[src/ccg_map.vh]
// register map, field positions, reset value and codes of the codec clock generation block
// assumes: included by bare name from the top, its assertions and the testbench
`ifndef CCG_MAP_VH
`define CCG_MAP_VH

// ---------------------------------------------------------------
// register placement (printed offset is an index, byte address = 4 x index)
// ---------------------------------------------------------------
`define CCG_ADDR_W        8
`define CCG_CTRL_INDEX    6'h06
`define CCG_CTRL_RESET    16'h0106

// ---------------------------------------------------------------
// field positions of clock_generation_control
// ---------------------------------------------------------------
`define CCG_OSC_BIT       15
`define CCG_PULL_HI       14
`define CCG_PULL_LO       13
`define CCG_CKO_SEL_BIT   12
`define CCG_CKO_DIV_HI    11
`define CCG_CKO_DIV_LO    10
`define CCG_CORE_EN_BIT   9
`define CCG_CORE_SRC_BIT  8
`define CCG_CORE_DIV_HI   7
`define CCG_CORE_DIV_LO   5
`define CCG_TO_EN_BIT     4
`define CCG_BCLK_DIV_HI   3
`define CCG_BCLK_DIV_LO   1
`define CCG_INTERFACE_MASTER_SELECT_BIT      0

// ---------------------------------------------------------------
// codes
// ---------------------------------------------------------------
`define CCG_PULL_DOWN     2'b01
`define CCG_PULL_UP       2'b10
`define CCG_BCLK_DIV_MAX  3'h5
`define CCG_SRC_STEP      5'h02
`define CCG_RESP_OKAY     2'b00
`define CCG_RESP_SLVERR   2'b10
`define CCG_TIMEOUT_DIV   16'h0028

`endif

[src/ccg_tick_div.v]
// power-of-two divider of a tick stream: one output tick per 2**log2_div input ticks, at most 2**CNT_W
// assumes: tick_in is a one-cycle pulse on ref_clk; run low clears the count
`timescale 1ns/1ps
`default_nettype none

module ccg_tick_div #(
   parameter CODE_W = 3,
   parameter CNT_W  = 5
) (
   // clock and reset
   input  wire              ref_clk,
   input  wire              reset,
   // control
   input  wire              run,
   input  wire [CODE_W-1:0] log2_div,
   // ticks
   input  wire              tick_in,
   output reg               tick_out
);

   reg  [CNT_W-1:0] count;
   wire [CNT_W-1:0] one  = {{(CNT_W-1){1'b0}}, 1'b1};
   // wraps to all ones when the shift reaches the counter width
   wire [CNT_W-1:0] last = (one << log2_div) - one;

   always @(posedge ref_clk) begin
      if (reset || !run) begin
         count    <= {CNT_W{1'b0}};
         tick_out <= 1'b0;
      end else if (tick_in) begin
         if (count == last) begin
            count    <= {CNT_W{1'b0}};
            tick_out <= 1'b1;
         end else begin
            count    <= count + one;
            tick_out <= 1'b0;
         end
      end else begin
         tick_out <= 1'b0;
      end
   end

endmodule // ccg_tick_div
`default_nettype wire

[src/ccg_top.v]
// codec clock generation: core clock source/divider/gate, clock output pin, bit clock, timeout clock
// assumes: ref_clk is the reference clock input and the root clock; loop output and host bit clock
// arrive asynchronously and are sampled; clocks leave as one-cycle ticks on ref_clk, except bclk_out, which toggles on each master bit clock tick
`timescale 1ns/1ps
`default_nettype none
`include "ccg_map.vh"

module ccg_top #(
   parameter TIMEOUT_DIV = `CCG_TIMEOUT_DIV
) (
   // clock and reset
   input  wire                 ref_clk,
   input  wire                 reset,
   // axi4-lite write address
   input  wire [`CCG_ADDR_W-1:0] s_axi_awaddr,
   input  wire                 s_axi_awvalid,
   output reg                  s_axi_awready,
   // axi4-lite write data
   input  wire [31:0]          s_axi_wdata,
   input  wire [3:0]           s_axi_wstrb,
   input  wire                 s_axi_wvalid,
   output reg                  s_axi_wready,
   // axi4-lite write response
   output reg  [1:0]           s_axi_bresp,
   output reg                  s_axi_bvalid,
   input  wire                 s_axi_bready,
   // axi4-lite read
   input  wire [`CCG_ADDR_W-1:0] s_axi_araddr,
   input  wire                 s_axi_arvalid,
   output reg                  s_axi_arready,
   output reg  [31:0]          s_axi_rdata,
   output reg  [1:0]           s_axi_rresp,
   output reg                  s_axi_rvalid,
   input  wire                 s_axi_rready,
   // clock sources and pins
   input  wire                 freq_locked_loop,
   input  wire                 bclk_in,
   output reg                  bclk_out,
   output reg                  bclk_oe,
   output wire                 clock_output_pin,
   output reg                  ref_pull_down,
   output reg                  ref_pull_up,
   // clocks to the rest of the codec
   output reg                  core_clock,
   output reg                  bit_clock_tick,
   output reg                  timeout_clock,
   output reg                  internal_osc_enable
);

   // ---------------------------------------------------------------
   // register file and bus slave
   // ---------------------------------------------------------------
   reg  [15:0]             clock_generation_control;
   reg  [`CCG_ADDR_W-1:0]  aw_addr;
   reg                     aw_held;
   reg  [31:0]             w_data;
   reg  [3:0]              w_strb;
   reg                     w_held;
   wire [`CCG_ADDR_W-1:0]  ctrl_addr = {`CCG_CTRL_INDEX, 2'b00};
   wire                    do_write  = aw_held && w_held && !s_axi_bvalid;

   always @(posedge ref_clk) begin
      if (reset) begin
         s_axi_awready            <= 1'b1;
         s_axi_wready             <= 1'b1;
         aw_held                  <= 1'b0;
         w_held                   <= 1'b0;
         aw_addr                  <= {`CCG_ADDR_W{1'b0}};
         w_data                   <= 32'h0;
         w_strb                   <= 4'h0;
         s_axi_bvalid             <= 1'b0;
         s_axi_bresp              <= `CCG_RESP_OKAY;
         clock_generation_control <= `CCG_CTRL_RESET;
      end else begin
         if (s_axi_awvalid && s_axi_awready) begin
            aw_addr       <= s_axi_awaddr;
            aw_held       <= 1'b1;
            s_axi_awready <= 1'b0;
         end
         if (s_axi_wvalid && s_axi_wready) begin
            w_data       <= s_axi_wdata;
            w_strb       <= s_axi_wstrb;
            w_held       <= 1'b1;
            s_axi_wready <= 1'b0;
         end
         if (do_write) begin
            s_axi_bvalid <= 1'b1;
            s_axi_bresp <= (aw_addr == ctrl_addr) ? `CCG_RESP_OKAY : `CCG_RESP_SLVERR;
            if (aw_addr == ctrl_addr && w_strb[0])
               clock_generation_control[7:0] <= w_data[7:0];
            if (aw_addr == ctrl_addr && w_strb[1])
               clock_generation_control[15:8] <= w_data[15:8];
         end
         if (s_axi_bvalid && s_axi_bready) begin
            s_axi_bvalid  <= 1'b0;
            aw_held       <= 1'b0;
            w_held        <= 1'b0;
            s_axi_awready <= 1'b1;
            s_axi_wready  <= 1'b1;
         end
      end
   end

   always @(posedge ref_clk) begin
      if (reset) begin
         s_axi_arready <= 1'b1;
         s_axi_rvalid  <= 1'b0;
         s_axi_rdata   <= 32'h0;
         s_axi_rresp   <= `CCG_RESP_OKAY;
      end else if (s_axi_arvalid && s_axi_arready) begin
         s_axi_arready <= 1'b0;
         s_axi_rvalid  <= 1'b1;
         s_axi_rdata <= (s_axi_araddr == ctrl_addr) ? {16'h0, clock_generation_control} : 32'h0;
         s_axi_rresp <= (s_axi_araddr == ctrl_addr) ? `CCG_RESP_OKAY : `CCG_RESP_SLVERR;
      end else if (s_axi_rvalid && s_axi_rready) begin
         s_axi_rvalid  <= 1'b0;
         s_axi_arready <= 1'b1;
      end
   end

   wire       osc_en     = clock_generation_control[`CCG_OSC_BIT];
   wire [1:0] pull_code  = clock_generation_control[`CCG_PULL_HI:`CCG_PULL_LO];
   wire       cko_sel    = clock_generation_control[`CCG_CKO_SEL_BIT];
   wire [1:0] cko_div    = clock_generation_control[`CCG_CKO_DIV_HI:`CCG_CKO_DIV_LO];
   wire       core_en    = clock_generation_control[`CCG_CORE_EN_BIT];
   wire       core_src   = clock_generation_control[`CCG_CORE_SRC_BIT];
   wire [2:0] core_div   = clock_generation_control[`CCG_CORE_DIV_HI:`CCG_CORE_DIV_LO];
   wire       to_en      = clock_generation_control[`CCG_TO_EN_BIT];
   wire [2:0] bclk_div   = clock_generation_control[`CCG_BCLK_DIV_HI:`CCG_BCLK_DIV_LO];
   wire       master     = clock_generation_control[`CCG_INTERFACE_MASTER_SELECT_BIT];

   // ---------------------------------------------------------------
   // pad controls
   // ---------------------------------------------------------------
   always @(posedge ref_clk) begin
      if (reset) begin
         ref_pull_down       <= 1'b0;
         ref_pull_up         <= 1'b0;
         internal_osc_enable <= 1'b0;
         bclk_oe             <= 1'b0;
      end else begin
         // reserved code leaves the pad unbiased
         ref_pull_down       <= (pull_code == `CCG_PULL_DOWN);
         ref_pull_up         <= (pull_code == `CCG_PULL_UP);
         internal_osc_enable <= osc_en;
         // drive bit clock pin only as master
         bclk_oe             <= master;
      end
   end

   // ---------------------------------------------------------------
   // input synchronisers and edge detect
   // ---------------------------------------------------------------
   reg [2:0] fll_sync;
   reg [2:0] bclk_sync;

   always @(posedge ref_clk) begin
      if (reset) begin
         fll_sync  <= 3'h0;
         bclk_sync <= 3'h0;
      end else begin
         fll_sync  <= {fll_sync[1:0], freq_locked_loop};
         bclk_sync <= {bclk_sync[1:0], bclk_in};
      end
   end

   wire fll_tick  = fll_sync[1] && !fll_sync[2];
   wire host_bclk = bclk_sync[1] && !bclk_sync[2];

   // ---------------------------------------------------------------
   // core clock: source select and fractional divider
   // ---------------------------------------------------------------
   // twice the division ratio, so the 1.5 and odd steps stay integer
   function [4:0] half_ratio;
      input [2:0] code;
      begin
         case (code)
            3'h0:    half_ratio = 5'h02;
            3'h1:    half_ratio = 5'h03;
            3'h2:    half_ratio = 5'h04;
            3'h3:    half_ratio = 5'h06;
            3'h4:    half_ratio = 5'h08;
            3'h5:    half_ratio = 5'h0c;
            3'h6:    half_ratio = 5'h10;
            default: half_ratio = 5'h18;
         endcase
      end
   endfunction

   // reference input ticks every cycle, loop output on its rising edges
   wire       src_tick  = core_src ? fll_tick : 1'b1;
   reg  [4:0] core_acc;
   reg        core_raw;
   reg        src_tick_q;
   wire [4:0] core_sum  = core_acc + `CCG_SRC_STEP;
   wire [4:0] core_lim  = half_ratio(core_div);

   always @(posedge ref_clk) begin
      if (reset) begin
         core_acc   <= 5'h00;
         core_raw   <= 1'b0;
         core_clock <= 1'b0;
         src_tick_q <= 1'b0;
      end else begin
         src_tick_q <= src_tick;  // lines up with core_raw for the pin
         // ratio set by the divider code
         if (src_tick) begin
            if (core_sum >= core_lim) begin
               core_acc <= core_sum - core_lim;
               core_raw <= 1'b1;
            end else begin
               core_acc <= core_sum;
               core_raw <= 1'b0;
            end
         end else begin
            core_raw <= 1'b0;
         end
         core_clock <= core_raw && core_en;
      end
   end

   // ---------------------------------------------------------------
   // clock output pin
   // ---------------------------------------------------------------
   // divided core clock before the core_en gate, or undivided source, then /1 /2 /4 /8
   ccg_tick_div #(.CODE_W(2), .CNT_W(3)) u_cko_div (
      .ref_clk  (ref_clk),
      .reset    (reset),
      .run      (1'b1),
      .log2_div (cko_div),
      .tick_in  (cko_sel ? src_tick_q : core_raw),
      .tick_out (clock_output_pin)
   );

   // ---------------------------------------------------------------
   // bit clock
   // ---------------------------------------------------------------
   wire mst_bclk;
   ccg_tick_div #(.CODE_W(3), .CNT_W(5)) u_bclk_div (
      .ref_clk  (ref_clk),
      .reset    (reset),
      .run      (master && (bclk_div <= `CCG_BCLK_DIV_MAX)),
      .log2_div (bclk_div),
      .tick_in  (core_raw),
      .tick_out (mst_bclk)
   );

   always @(posedge ref_clk) begin
      if (reset) begin
         bit_clock_tick <= 1'b0;
         bclk_out       <= 1'b0;
      end else begin
         // slave follows the host's bit clock
         bit_clock_tick <= master ? mst_bclk : host_bclk;
         bclk_out       <= bclk_out ^ (master && mst_bclk);
      end
   end

   // ---------------------------------------------------------------
   // timeout clock
   // ---------------------------------------------------------------
   reg [15:0] to_count;

   always @(posedge ref_clk) begin
      // runs only while enabled, and only with the oscillator on
      if (reset || !(to_en && osc_en)) begin
         to_count      <= 16'h0;
         timeout_clock <= 1'b0;
      end else begin
         if (to_count == TIMEOUT_DIV[15:0] - 16'h1) begin
            to_count      <= 16'h0;
            timeout_clock <= 1'b1;
         end else begin
            to_count      <= to_count + 16'h1;
            timeout_clock <= 1'b0;
         end
      end
   end

endmodule // ccg_top
`default_nettype wire

[config.mk]
export PLATFORM = sky130hd
export DESIGN_NAME = ccg_top
export DESIGN_NICKNAME = d
export VERILOG_FILES = /design/src/ccg_tick_div.v /design/src/ccg_top.v
export VERILOG_INCLUDE_DIRS = /design/src
export SDC_FILE = /design/constraint.sdc
export NUM_CORES = 1
export LEC_CHECK = 0
export BUFFER_PORTS_ARGS = -buffer_cell sky130_fd_sc_hd__buf_2
export CAP_MARGIN = 30
export CORE_MARGIN = 2
export CORE_UTILIZATION = 39
export CTS_BUF_LIST = sky130_fd_sc_hd__clkbuf_8
export DETAILED_ROUTE_END_ITERATION = 8
export REMOVE_ABC_BUFFERS = 1
export SLEW_MARGIN = 10
export SYNTH_ARGS = -nofsm -noshare
export SYNTH_HDL_FRONTEND = slang
export SYNTH_SLANG_ARGS = --single-unit
[constraint.sdc]
create_clock -name ref_clk -period 2.2 [get_ports ref_clk]
set_input_delay 0.22 -clock ref_clk [delete_from_list [all_inputs] [get_ports ref_clk]]
set_output_delay 0.22 -clock ref_clk [all_outputs]
set_load 0.02 [all_outputs]
### After elaboration in Yosys (flattened, before gate mapping)

Index checks and enable logic that the tools add are counted.

* flip-flop bits (word level): 132
* bits of input ports: 61
* output and inout port bits: 50
* word-level logic and storage cells: 110

* $add $sub $neg: 7
* order comparisons: 2
* equality and inequality tests: 13
* shift operators: 2
* muxes and demuxes: 18
* bitwise operators: 4
* reductions and logical operators: 31

Operators by type and width (count)
* $pmux W5 S7: 1
* $add A16 B1 Y16 const B: 1
* $eq A16 B6 Y1 const B: 1
* $eq A8 B5 Y1 const B: 2
* $mux W16: 1
* $logic_and A1 B1 Y1: 15
* $mux W1: 11
* $mux W5: 2
* $reduce_or A2 Y1: 5
* $eq A3 B3 Y1 const B: 3
* $eq A3 B2 Y1 const B: 2
* $add A5 B1 Y5 const B: 1
* $add A5 B2 Y5 const B: 1
* $eq A5 B5 Y1: 1
* $ge A5 B5 Y1: 1
* $logic_not A1 Y1: 5
* $shl A1 B3 Y5 const A: 1
* $sub A5 B1 Y5 const B: 1
* $sub A5 B5 Y5: 1
* $mux W2: 2
* $reduce_and A2 Y1: 2
* $add A3 B1 Y3 const B: 1
* $eq A3 B1 Y1 const B: 1
* $eq A3 B3 Y1: 1
* 11 further kinds: 14

### Depth between registers and ports, before layout

Gate-level depths: netlist (run 1).

* word-level depth: 5
* gate-level depth with buffers: 10

### Cells and area by module

A second synthesis (run 1) with hierarchy kept.

* cell total of the unflattened synthesis: 526
* area, all modules: 4903.5 um2

By module, submodules not included
* ccg_top: times used 1, cells an instance 462, area each 4326.6 um2
* ccg_tick_div (u_bclk_div): times used 1, cells an instance 41, area each 342.8 um2
* ccg_tick_div (u_cko_div): times used 1, cells an instance 23, area each 234.0 um2

### Worst setup path before layout (run 1)

OpenSTA, ideal clock, no wires.

* kind: reg2reg
* start: register clock_generation_control[2]
* end: register u_bclk_div.count[3]
* data arrival time: 2060 ps
* data required time: 2084 ps
* setup slack: 24 ps
* stages on the path, launching flop included: 9
* buffers on the path: 1
* clock period less this slack: 2176 ps
* cells stage by stage: dfxtp_1 -> clkbuf_1 -> or3_1 -> ha_1 -> xnor2_1 -> or4_1 -> nand3_1 -> nand3_1 -> and3_1

* longest elaborated chain between the ends: 4

RTL lines
* start, declared: RTL line ccg_top.v:53 `reg [15:0] clock_generation_control;`
* start signal, assigned: RTL line ccg_top.v:73 `` clock_generation_control <= `CCG_CTRL_RESET; ``
* start signal, assigned: RTL line ccg_top.v:90 `clock_generation_control[7:0] <= w_data[7:0];`
* $shl A1 B3 Y5 / $le A3 B3 Y1 (equally long branches)
* $sub A5 B1 Y5 / $logic_and A1 B1 Y1 (equally long branches): RTL line ccg_tick_div.v:24, ccg_top.v:242
* $eq A5 B5 Y1 / $logic_not A1 Y1 (equally long branches): RTL line ccg_tick_div.v:31, ccg_tick_div.v:27
* $mux W5 / $logic_or A1 B1 Y1 (equally long branches): RTL line ccg_tick_div.v:31, ccg_tick_div.v:27
* end signal, assigned: RTL line ccg_tick_div.v:28 `count <= {CNT_W{1'b0}};`
* end signal, assigned: RTL line ccg_tick_div.v:32 `count <= {CNT_W{1'b0}};`
* end signal, assigned: RTL line ccg_tick_div.v:35 `count <= count + one;`
* end, declared: RTL line ccg_tick_div.v:21 `reg [CNT_W-1:0] count;`

Several ways; a longest one is shown, not always the timed one.
A chain may end at the register's enable or synchronous reset.

### Worst setup path after layout (run 1)

* start: register clock_generation_control[7]
* end: register core_acc[1]

* longest elaborated chain between the ends: 4

RTL lines
* $eq A3 B3 Y1 (tied with other cells): RTL line ccg_top.v:177 `case (code)`
* $pmux W5 S7 *: RTL line ccg_top.v:177
* $sub A5 B5 Y5 / $ge A5 B5 Y1 (equally long branches): RTL line ccg_top.v:209, ccg_top.v:208
* $mux W5 *: RTL line ccg_top.v:208 `if (core_sum >= core_lim) begin`
* end signal, assigned: RTL line ccg_top.v:209 `core_acc <= core_sum - core_lim;`
* end signal, assigned: RTL line ccg_top.v:212 `core_acc <= core_sum;`
* end, declared: RTL line ccg_top.v:192 `reg [4:0] core_acc;`

Mark *: on every way between the ends. The rest lies on a longest branch, timed or not.

==> results of run 1 <==
## cell families (layout without fill, tap and decap cells)
kind of cell             count (synthesis)  count (layout)  share of synthesized area (%)
AND/OR/NAND/NOR                        231             231                           23.7
flip-flops                             114             114                           47.9
AO/OA/AOI/OAI                           92              92                           12.2
buffers and inverters                   54             136                           5.72
XOR/XNOR                                23              23                           4.23
multiplexers                            15              15                           3.15
adder cells (fa/ha/maj)                 11              11                           3.04
other                                    1              18                         0.0787
## where the power goes
group	leakage, nW	internal (mW)	switching (mW)
Sequential	0.927	2.11	0.0296
Clock	0.223	1.16	0.787
Combinational	1.32	0.106	0.171
## state kept, by name, summed over array words and instances, names as in the netlist, 2 cells and up
name                      cells
aw_addr                       8
bclk_sync                     3
clock_generation_control     16
core_acc                      5
fll_sync                      3
s_axi_rdata                  16
to_count                     16
u_bclk_div.count              5
u_cko_div.count               3
w_data                       16
w_strb                        2
## layer usage
metal	wire [um]	track usage [%]	vias to the layer above
met5	0	0	-
met2	4970	27.1	75
met4	177	7.07	0
met1	4780	20.3	1837
li1	-	-	1995
met3	507	5.98	14
## placed cells by master (no fill, tap or decap), types with 3 or more instances in the layout
master,n
clkbuf_8,23
inv_1,18
nor3_1,11
ha_2,3
nand3b_1,6
o21ai_0,10
nand2b_1,4
xor2_1,11
a21oi_1,38
dfxtp_1,112
nor3b_1,4
and3_1,11
nor4_1,3
buf_4,8
mux2i_1,15
nand3_1,24
nor4b_1,3
nor2_1,62
a22oi_1,14
dlygate4sd3_1,9
and2_1,4
nand4_1,4
nor2b_1,13
conb_1,18
nand2_1,70
ha_1,6
xnor2_1,12
buf_2,74
o211ai_1,5
## final cells by class
| type | instances | share of cell area [%] |
|---|---|---|
| tap | 147 | 3.18 |
| timing repair buffer | 91 | 9.01 |
| clock inverter | 8 | 1.47 |
| inverter | 14 | 0.910 |
| sequential | 114 | 39.6 |
| clock buffer | 23 | 5.48 |
| multi-input combinational | 390 | 40.4 |
## cells in the mapped netlist, drive strengths merged, types with 2 or more instances
library cell	number	share of area, %
a211oi	3	0.47
a21boi	2	0.32
a21oi	39	4.1
a22o	2	0.37
a22oi	14	2.2
and2	4	0.52
and3	11	1.4
buf	24	3.4
clkbuf	16	1.3
dfxtp	114	48
ha	10	2.6
inv	14	1.1
mux2i	15	3.1
nand2	72	6.0
nand2b	4	0.52
nand3	24	2.5
nand3b	6	0.94
nand4	4	0.52
nor2	62	4.9
nor2b	15	2.0
nor3	12	1.5
nor3b	4	0.63
nor4	3	0.39
nor4b	3	0.55
o211ai	5	0.79
o21a	2	0.31
o21ai	11	1.2
o22a	2	0.37
or4	2	0.39
xnor2	12	2.2
xor2	11	2.0
## worst max-delay path by stage
| stage | depth (start not counted) | start | to |
|---|---|---|---|
| after global routing | 6 | clock_generation_control[7] | core_acc[1] |
| after floorplan | 7 | clock_generation_control[1] | u_bclk_div.count[3] |
| after detailed placement | 7 | core_acc[1] | core_acc[1] |
| final | 7 | clock_generation_control[7] | core_acc[1] |
| after CTS | 7 | core_acc[1] | core_acc[3] |
| after global placement | 7 | core_acc[1] | core_acc[1] |
## worst max-delay path: stages, from the launching register on
cell,delay (ns)
dfxtp_1,0.38
nand2b_1,0.22
ha_1,0.20
or2_2,0.31
o221a_2,0.28
o22ai_2,0.18
o21ai_0,0.12
a211oi_1,0.33
## per-stage QoR
stage	cell area [sq um]	setup slack [ns]	setup TNS (ns)	power (mW)
floorplan	4610	0.117	0	2.33
global placement	5230	0.0676	0	2.44
detailed placement	5230	0.00843	0	2.45
CTS	5720	0.00111	0	4.42
global route	5780	-0.0398	-0.0478	4.54
finish	5780	0.0829	0	4.37
## repair_timing
item,in CTS,in global routing
setup buffers,0,0
pin swaps,0,1
gates resized for setup,2,13
hold endpoints to repair,9,0
setup endpoints to repair,2,10
hold buffers,9,0
==> summary.txt, run 1 <==
Setup path
  – Critical path type: reg -> reg
  – Worst r2r path cells: 7
  – R2R Path End: core_acc[1]
  – Flop-to-flop setup slack: 0.08 ns
  – CP Launch Type: flop
  – Worst R2R Start: clock_generation_control[7]
  – Critical Path RT: between 2 and 3 ns
  – Worst-path maximum fanout: 7
  – Worst EP arrival: between 2 and 2.5 ns
  – CP Capture Type: flop

STA
  – Fin. Hold Viols: 0
  – Worst-Margin Slew: 0.715 ns
  – RSZ-0062 raised after global routing: true
  – Final Critical Period: 2.12 ns
  – Relative slew slack: 52.2%
  – Worst hold margin: roughly 0.025 ns
  – Final setup viols: 0
  – Final number of max-transition violations: 0
  – Skew final: between 0.008 and 0.009 ns
  – Fmax: 0.472 GHz
  – Final period util: 96.2%

Synth
  – Distinct cells, synth: 57
  – Synthesized area per cell: 8.81 sq um
  – Mapped Area: 4770 sq um
  – Asr flop ratio synth: 0%
  – #FFs+latches synth: 114
  – Post-synth EDFFs: 0
  – Seq/Total Area, Yosys: between 40 and 50%
  – Synth warn: 0
  – Post-synth top flop: dfxtp_1
  – Mapped Cells: 541

Final layout
  – Fin cells: 787
  – N_diodes: 0
  – Fraction of layout instances using a drive strength above 1: 20.3%
  – Total area of sequential cells: 2280 sq um
  – Nets: 700
  – Final core utilization: about half
  – Multi-input logic area: 2330 sq um
  – P&R area growth vs syn: 21.2%
  – Filler cell count: roughly 1.1k

Clocking
  – Clock sink count: 114
  – Clk_lat worst skew: 0.44 ns
  – Num CTS Buffers: 17
  – CTS Buffer Depth: 2
  – CTS tree: yes
  – Root buffer cell: clkbuf_8
  – CTS H-tree depth: 4
  – Clock slew at reported path FFs: 0.06 ns

Routing
  – Initial DRC Count: roughly 140
  – Detailed-route wire length: around 10 mm
  – Routed Antenna Nets: 0
  – Avg Vias per Cell: 4.98
  – Vias: 3921
  – Post-route DRC: 0
  – Detailed-router iteration count before antenna repair: 4
  – WL/cell: approximately 13 um

Min path
  – Min-Delay Path Depth: 3
  – Worst hold start: s_axi_wdata[1]
  – HP Class: in -> reg
  – Hold Path End: w_data[1]

Floorplanning
  – Die height: 115 um
  – Die area: 13100 sq um
  – Ports: approximately 110
  – Die W: 115 um
  – Row count: 40
  – CORE AREA: 12000 sq um
  – Initial Util: around two fifths

Power and ir drop
  – Leak: 2.47 nW
  – Power per cell area: between 700 and 800 nW/um^2
  – Peak supply drop: ~0.4 mV

Flow run
  – MaxCap Viol Count: 0

Global route
  – Vias in the first global route: 3689
  – Global-route wire length before repair: 17.1 mm
  – Total track usage: 16.8%
  – Initial antenna violation count: 0
  – Largest net degree at the start of global routing: between 40 and 50
  – Total grt overflow: 0

Placement
  – Placed cell count: 747
  – Port Buffers: 74
  – RePlAce Congestion: 0.835
  – DP HPWL: 7.15 mm

Outcome
  – Status: finished clean
Note: power is estimated with default switching activity, not from simulation.
==> run 2, diff against run 1 <==
--- a/config.mk
+++ b/config.mk
@@ -12,6 +12,7 @@
 export CORE_UTILIZATION = 39
 export CTS_BUF_LIST = sky130_fd_sc_hd__clkbuf_8
 export DETAILED_ROUTE_END_ITERATION = 8
+export PLACE_DENSITY = 0.61
 export REMOVE_ABC_BUFFERS = 1
 export SLEW_MARGIN = 10
 export SYNTH_ARGS = -nofsm -noshare
==> summary.txt, run 2 (synthesis results as in run 1) <==
Final layout
  – Most frequent cells in the layout: dfxtp_1 (112), buf_2 (74), nand2_1 (70) (unchanged)
  – P&R area growth vs syn: 20.1% (was 21.2%)
  – Fin cells: 780 (was 787)
  – N_diodes: 0 (unchanged)
  – Fraction of layout instances using a drive strength above 1: 21.2% (was 20.3%)
  – Final Cell Area: 5730 sq um (was 5780 sq um)
  – Most common cell after layout, fill and taps aside: dfxtp_1 (unchanged)
  – Nets: 693 (was 700)

STA
  – Relative slew slack: 53.3% (was 52.2%)
  – Setup TNS: 0 ns (unchanged)
  – Fin. Hold Viols: 0 (unchanged)
  – Final number of max-transition violations: 0 (unchanged)
  – Final setup viols: 0 (unchanged)
  – Final Critical Period: 2.13 ns (was 2.12 ns)
  – Final period util: 97.0% (was 96.2%)
  – Worst-Margin Slew: 0.699 ns (was 0.715 ns)
  – Skew final: 0.00793 ns (was 0.00810 ns)
  – Fmax: 0.468 GHz (was 0.472 GHz)

Global route
  – Largest net degree at the start of global routing: 33 (was 42)
  – Vias in the first global route: 3756 (was 3689)
  – Initial antenna violation count: 0 (unchanged)
  – Total track usage: 16.6% (was 16.8%)
  – Total grt overflow: 0 (unchanged)
  – Global-route wire length before repair: 17.1 mm (about the same)

Floorplanning
  – Ports: 111 (unchanged)
  – Initial Util: 39.9% (unchanged)
  – CORE AREA: 12000 sq um (unchanged)
  – Row count: 40 (unchanged)
  – Die height: 115 um (unchanged)
  – Die W: 115 um (unchanged)
  – Die area: 13100 sq um (unchanged)

Clocking
  – Clock slew at reported path FFs: 0.07 ns (was 0.06 ns)
  – Post-CTS setup buffer count: 0 (unchanged)
  – CTS Buffer Depth: 2 (unchanged)
  – CTS tree: yes (unchanged)
  – Clock sink count: 114 (unchanged)
  – Num CTS Buffers: 17 (unchanged)
  – Clk_lat worst skew: 0.43 ns (was 0.44 ns)
  – CTS H-tree depth: 4 (unchanged)
  – Root buffer cell: clkbuf_8 (unchanged)

Setup path
  – Worst R2R Start: clock_generation_control[1] (was clock_generation_control[7])
  – Slowest stage delay, CP: 0.39 ns (was 0.38 ns)
  – Critical Path RT: 2.52 ns (was 2.53 ns)
  – Flop-to-flop setup slack: 0.07 ns (was 0.08 ns)
  – Critical-path cell list: or3_4 > ha_4 > xor2_1 > o311ai_0 > a221oi_1 > nand3_1 > and3_1 (was nand2b_1 > ha_1 > or2_2 > o221a_2 > o22ai_2 > o21ai_0 > a211oi_1)
  – Worst-path maximum fanout: 3 (was 7)
  – CP Capture Type: flop (unchanged)
  – Worst EP arrival: 2.45 ns (was 2.44 ns)
  – Worst r2r path cells: 7 (unchanged)
  – CP Launch Type: flop (unchanged)
  – Slowest stage cell, crit path: or3_4 (was dfxtp_1)
  – R2R Path End: u_bclk_div.count[3] (was core_acc[1])
  – Critical path type: reg -> reg (unchanged)

Power and ir drop
  – Power Total: 4.34 mW (was 4.37 mW)
  – Leak: 2.43 nW (was 2.47 nW)
  – Peak supply drop: 0.358 mV (was 0.411 mV)
  – Power per cell area: 759 nW/um^2 (was 756 nW/um^2)

Min path
  – Worst hold start: s_axi_wdata[14] (was s_axi_wdata[1])
  – Min-Delay Path Depth: 3 (unchanged)
  – HP Class: in -> reg (unchanged)
  – Hold Path End: w_data[14] (was w_data[1])

Outcome
  – Status: finished clean (unchanged)

Placement
  – RePlAce Congestion: 0.792 (was 0.835)
  – DP HPWL: 7.47 mm (was 7.15 mm)
  – Port Buffers: 74 (unchanged)
  – Placed cell count: 747 (unchanged)
  – Placed Area: 5230 sq um (unchanged)

Routing
  – Initial DRC Count: 203 (was 141)
  – Detailed-router iteration count before antenna repair: 4 (unchanged)
  – Routed Antenna Nets: 0 (unchanged)
  – Vias: 3955 (was 3921)
  – Avg Vias per Cell: 5.07 (was 4.98)
  – WL/cell: 13.8 um (was 13.3 um)
  – Post-route DRC: 0 (unchanged)
  – Detailed-route wire length: 10.8 mm (was 10.4 mm)

Flow run
  – MaxCap Viol Count: 0 (unchanged)
[run 2: cell types whose count changed in the layout (fill, tap and decap cells not counted), sizes merged]
cell         delta
clkinvlp        +1
inv             -3
clkbuf          -2
dlygate4sd3     -7
clkinv          +4
[run 2: worst max-delay path by stage]
stage | start | endpoint | slack, ns | depth (start not counted)
3_3_place_gp | core_acc[1] | core_acc[3] | 0.08 | 7
2_1_floorplan | clock_generation_control[1] | u_bclk_div.count[3] | 0.12 | 7
4_1_cts | core_acc[1] | core_acc[3] | 0.002 | 7
6_report | clock_generation_control[1] | u_bclk_div.count[3] | 0.07 | 7
3_5_place_dp | core_acc[1] | core_acc[1] | 0.01 | 7
5_1_grt | clock_generation_control[5] | core_acc[4] | -0.06 | 10
[run 2: critical path: cells and delay by family (launching register included)]
kind | cells | cell delay [ns]
simple gates | 3 | 0.80
compound gates | 2 | 0.48
flops | 1 | 0.31
fa+ha+maj | 1 | 0.27
xor+xnor | 1 | 0.16
[run 2: what timing repair did]
action / 4_1_cts / 5_1_grt
hold buffers: 2 / 0
setup endpoints to repair: 1 / 11
pin swaps: 0 / 1
gates cloned: 0 / 0
gates resized for setup: 2 / 16
hold endpoints to repair: 2 / 0
[run 2: stage by stage]
| stage | setup slack (ns) | hold slack (ns) | utilization (%) |
|---|---|---|---|
| global placement | 0.0783 | 0.420 | 43.7 |
| CTS | 0.00199 | 0.0132 | 47.3 |
| detailed placement | 0.0139 | 0.422 | 43.7 |
| finish | 0.0654 | 0.0284 | 47.9 |
| global route | -0.0608 | 0.00446 | 47.9 |
| floorplan | 0.117 | 0.287 | - |
[run 2: metal layers]
layer | GRT usage (%) | wire length [um]
met1 | 19.9 | 4730
met2 | 27.7 | 5260
met3 | 5.40 | 498
met4 | 6.34 | 270
met5 | 0 | 0
[run 2: power by group]
group / leakage (nW) / total, mW / internal [mW] / switching (mW)
Combinational: 1.30 / 0.275 / 0.101 / 0.174
Clock: 0.209 / 1.93 / 1.11 / 0.815
Sequential: 0.927 / 2.14 / 2.11 / 0.0310
Total: 2.43 / 4.34 / 3.33 / 1.02
[run 2: layout make-up]
type | count | area (sq um)
clock buffers | 21 | 289
clock inverters | 10 | 109
fillers | 1146 | 6240
inverters | 14 | 52.6
multi-input cells | 390 | 2360
flip-flops and latches | 114 | 2280
well taps | 147 | 184
repair buffers | 84 | 450
==> run 3, diff against run 2 <==
--- a/config.mk
+++ b/config.mk
@@ -6,13 +6,14 @@
 export SDC_FILE = /design/constraint.sdc
 export NUM_CORES = 1
 export LEC_CHECK = 0
+export ABC_AREA = 1
 export BUFFER_PORTS_ARGS = -buffer_cell sky130_fd_sc_hd__buf_2
 export CAP_MARGIN = 30
 export CORE_MARGIN = 2
 export CORE_UTILIZATION = 39
 export CTS_BUF_LIST = sky130_fd_sc_hd__clkbuf_8
 export DETAILED_ROUTE_END_ITERATION = 8
-export PLACE_DENSITY = 0.61
+export PLACE_DENSITY = 0.59
 export REMOVE_ABC_BUFFERS = 1
 export SLEW_MARGIN = 10
 export SYNTH_ARGS = -nofsm -noshare
==> constraint.sdc (replaced) <==
create_clock -name ref_clk -period 2.5 [get_ports ref_clk]
set_input_delay 0.25 -clock ref_clk [delete_from_list [all_inputs] [get_ports ref_clk]]
set_output_delay 0.25 -clock ref_clk [all_outputs]
set_load 0.02 [all_outputs]
==> summary.txt, run 3 <==
STA
  – Worst-Margin Slew: 0.583 ns (was 0.699 ns)
  – Setup TNS: 0 ns (unchanged)
  – Final Critical Period: 2.04 ns (was 2.13 ns)
  – RSZ-0062 raised after global routing: false
  – Final setup viols: 0 (unchanged)
  – Final number of max-transition violations: 0 (unchanged)
  – Final period util: 81.5% (was 97.0%)
  – Fmax: 0.491 GHz (was 0.468 GHz)
  – Relative slew slack: 60.9% (was 53.3%)
  – Worst hold margin: 0.0606 ns (was 0.0284 ns)
  – Skew final: 0.00806 ns (was 0.00793 ns)
  – Fin. Hold Viols: 0 (unchanged)

Routing
  – Detailed-router iteration count before antenna repair: 4 (unchanged)
  – Initial DRC Count: 211 (was 203)
  – Avg Vias per Cell: 4.63 (was 5.07)
  – Post-route DRC: 0 (unchanged)
  – Routed Antenna Nets: 0 (unchanged)
  – Vias: 4214 (was 3955)
  – Detailed-route wire length: 10.4 mm (was 10.8 mm)
  – WL/cell: 11.4 um (was 13.8 um)

Setup path
  – Critical path type: reg -> reg (unchanged)
  – Worst EP arrival: 2.35 ns (was 2.45 ns)
  – Critical Path RT: 2.81 ns (was 2.52 ns)
  – CP Capture Type: flop (unchanged)
  – Worst-path maximum fanout: 8 (was 3)
  – CP Launch Type: flop (unchanged)

Clocking
  – Quantity of gates resized following cts: 0 (was 2)
  – CTS Buffer Depth: 2 (unchanged)
  – CTS tree: yes (unchanged)
  – Clock sink count: 114 (unchanged)
  – Clk_lat worst skew: 0.43 ns (about the same)
  – Root buffer cell: clkbuf_8 (unchanged)
  – Clock slew at reported path FFs: 0.06 ns (was 0.07 ns)
  – Num CTS Buffers: 17 (unchanged)
  – CTS H-tree depth: 4 (unchanged)

Synth
  – Synth top area share: 46.3% (was 47.9%)
  – Distinct cells, synth: 38 (was 57)
  – Post-synth EDFFs: 0 (unchanged)
  – Seq/Total Area, Yosys: 46.3% (was 47.9%)
  – Mapped Cells: 649 (was 541)
  – Top cells by count, synth: dfxtp_1 (114), nand2_1 (111), nor2_1 (87) (was dfxtp_1 (114), nand2_1 (70), nor2_1 (62))
  – Synth warn: 0 (unchanged)
  – Synthesized area per cell: 7.60 sq um (was 8.81 sq um)
  – Yosys top cell by area: dfxtp_1 (unchanged)
  – Synth top area cells: dfxtp_1 (46%), nand2_1 (8.5%), nor2_1 (6.6%), a21oi_1 (5.5%), inv_1 (5.0%) (was dfxtp_1 (48%), nand2_1 (5.5%), nor2_1 (4.9%), a21oi_1 (4.1%), mux2i_1 (3.1%))
  – #FFs+latches synth: 114 (unchanged)
  – Top-count cell post-synth: dfxtp_1 (unchanged)
  – Mapped Area: 4930 sq um (was 4770 sq um)
  – Asr flop ratio synth: 0% (unchanged)
  – Post-synth top flop: dfxtp_1 (unchanged)

Global route
  – Total grt overflow: 0 (unchanged)
  – Total track usage: 16.4% (was 16.6%)
  – Vias in the first global route: 3784 (was 3756)
  – Initial antenna violation count: 0 (unchanged)
  – Global-route wire length before repair: 17.1 mm (about the same)
  – Largest net degree at the start of global routing: 30 (was 33)

Power and ir drop
  – Peak supply drop: 0.362 mV (was 0.358 mV)
  – Power per cell area: 652 nW/um^2 (was 759 nW/um^2)
  – Leak: 2.50 nW (was 2.43 nW)

Placement
  – Port Buffers: 74 (unchanged)
  – DP HPWL: 7.44 mm (was 7.47 mm)
  – Placed Area: 5400 sq um (was 5230 sq um)
  – Placed cell count: 880 (was 747)
  – RePlAce Congestion: 0.823 (was 0.792)

Min path
  – HP Class: in -> reg (unchanged)

Flow run
  – MaxCap Viol Count: 0 (unchanged)

Final layout
  – Fin cells: 911 (was 780)
  – Fraction of layout instances using a drive strength above 1: 18.8% (was 21.2%)
  – Most frequent cells in the layout: dfxtp_1 (114), nand2_1 (111), nor2_1 (87) (was dfxtp_1 (112), buf_2 (74), nand2_1 (70))
  – Final Cell Area: 5790 sq um (was 5730 sq um)
  – P&R area growth vs syn: 17.5% (was 20.1%)
  – N_diodes: 0 (unchanged)
  – Nets: 801 (was 693)
  – Most common cell after layout, fill and taps aside: dfxtp_1 (unchanged)

Floorplanning
  – Die W: 116 um (was 115 um)
  – Die height: 116 um (was 115 um)
  – CORE AREA: 12500 sq um (was 12000 sq um)
  – Initial Util: 39.5% (was 39.9%)
  – Die area: 13600 sq um (was 13100 sq um)
  – Ports: 111 (unchanged)
  – Row count: 41 (was 40)

Outcome
  – Status: finished clean (unchanged)
-- run 3: cell types whose count changed after synthesis, moves of 8 or more --
cell,previous run,this run
nor2b_1,15,0
nor2_1,62,87
and3_1,11,0
o21ai_0,10,47
xnor2_1,12,4
nand2_1,70,111
nand4_1,4,18
nor2_2,0,8
a21oi_1,39,54
mux2i_1,15,0
inv_1,14,66
a22oi_1,14,0
-- run 3: logic make-up after synthesis --
| group | count (synthesis) | synth area share, % |
|---|---|---|
| compound gates | 113 | 11.9 |
| simple gates | 289 | 26.6 |
| xor+xnor | 11 | 1.95 |
| flops | 114 | 46.3 |
| buf+inv | 110 | 10.2 |
| fa+ha+maj | 11 | 2.94 |
| other cells | 1 | 0.0761 |
-- run 3: repair_timing --
| item | 4_1_cts | 5_1_grt |
|---|---|---|
| setup buffers | 0 | 0 |
| hold endpoints to repair | 2 | 0 |
| hold buffers | 2 | 0 |
-- run 3: per-layer routing --
metal / part of all wire (%) / routed length, um / vias up / GRT usage [%]
met5: 0 / 0 / - / 0
met3: 5.8 / 599 / 12 / 5.76
met1: 49 / 5120 / 1880 / 21.0
li1: - / - / 2227 / -
met4: 1.5 / 154 / 0 / 6.67
met2: 43 / 4510 / 95 / 25.3
-- run 3: report_power, final --
part	internal [mW]	switching, mW	total, mW	leakage [nW]
registers	1.87	0.0275	1.90	0.928
clock network	0.959	0.677	1.64	0.206
logic	0.0813	0.159	0.240	1.37
total	2.91	0.864	3.78	2.50
-- run 3: final cells by class --
class | count | area [sq um]
fillers | 1265 | 6670
flip-flops and latches | 114 | 2280
multi-input cells | 442 | 2210
repair buffers | 80 | 433
clock buffers | 21 | 289
inverters | 74 | 278
well taps | 172 | 215
clock inverters | 8 | 87.6
-- run 3: critical path, cell delays in order (launching register included) --
cell and delay [ns]:
dfxtp_1 0.40, nand3_1 0.12, xor2_1 0.19, inv_1 0.06, ha_1 0.36, a21o_1 0.21
nor2_2 0.16, nand3_2 0.16, o211ai_1 0.19, nand2_1 0.07
-- run 3: per-stage QoR --
stage               setup slack, ns  total power [mW]  util, %
floorplan                     0.664              2.08        -
global placement              0.511              2.17     43.3
detailed placement            0.472              2.18     43.3
CTS                           0.462              3.83     46.5
global route                  0.293              3.95     46.5
finish                        0.462              3.78     46.5
-- run 3: final timing paths --
path | slack (ns) | from | depth (start not counted) | end
min | 0.06 | s_axi_bready | 3 | s_axi_awready
max reg2reg | 0.46 | core_acc[1] | 9 | core_acc[2]
min reg2reg | 0.40 | fll_sync[0] | 2 | fll_sync[1]
max | 0.46 | core_acc[1] | 9 | core_acc[2]
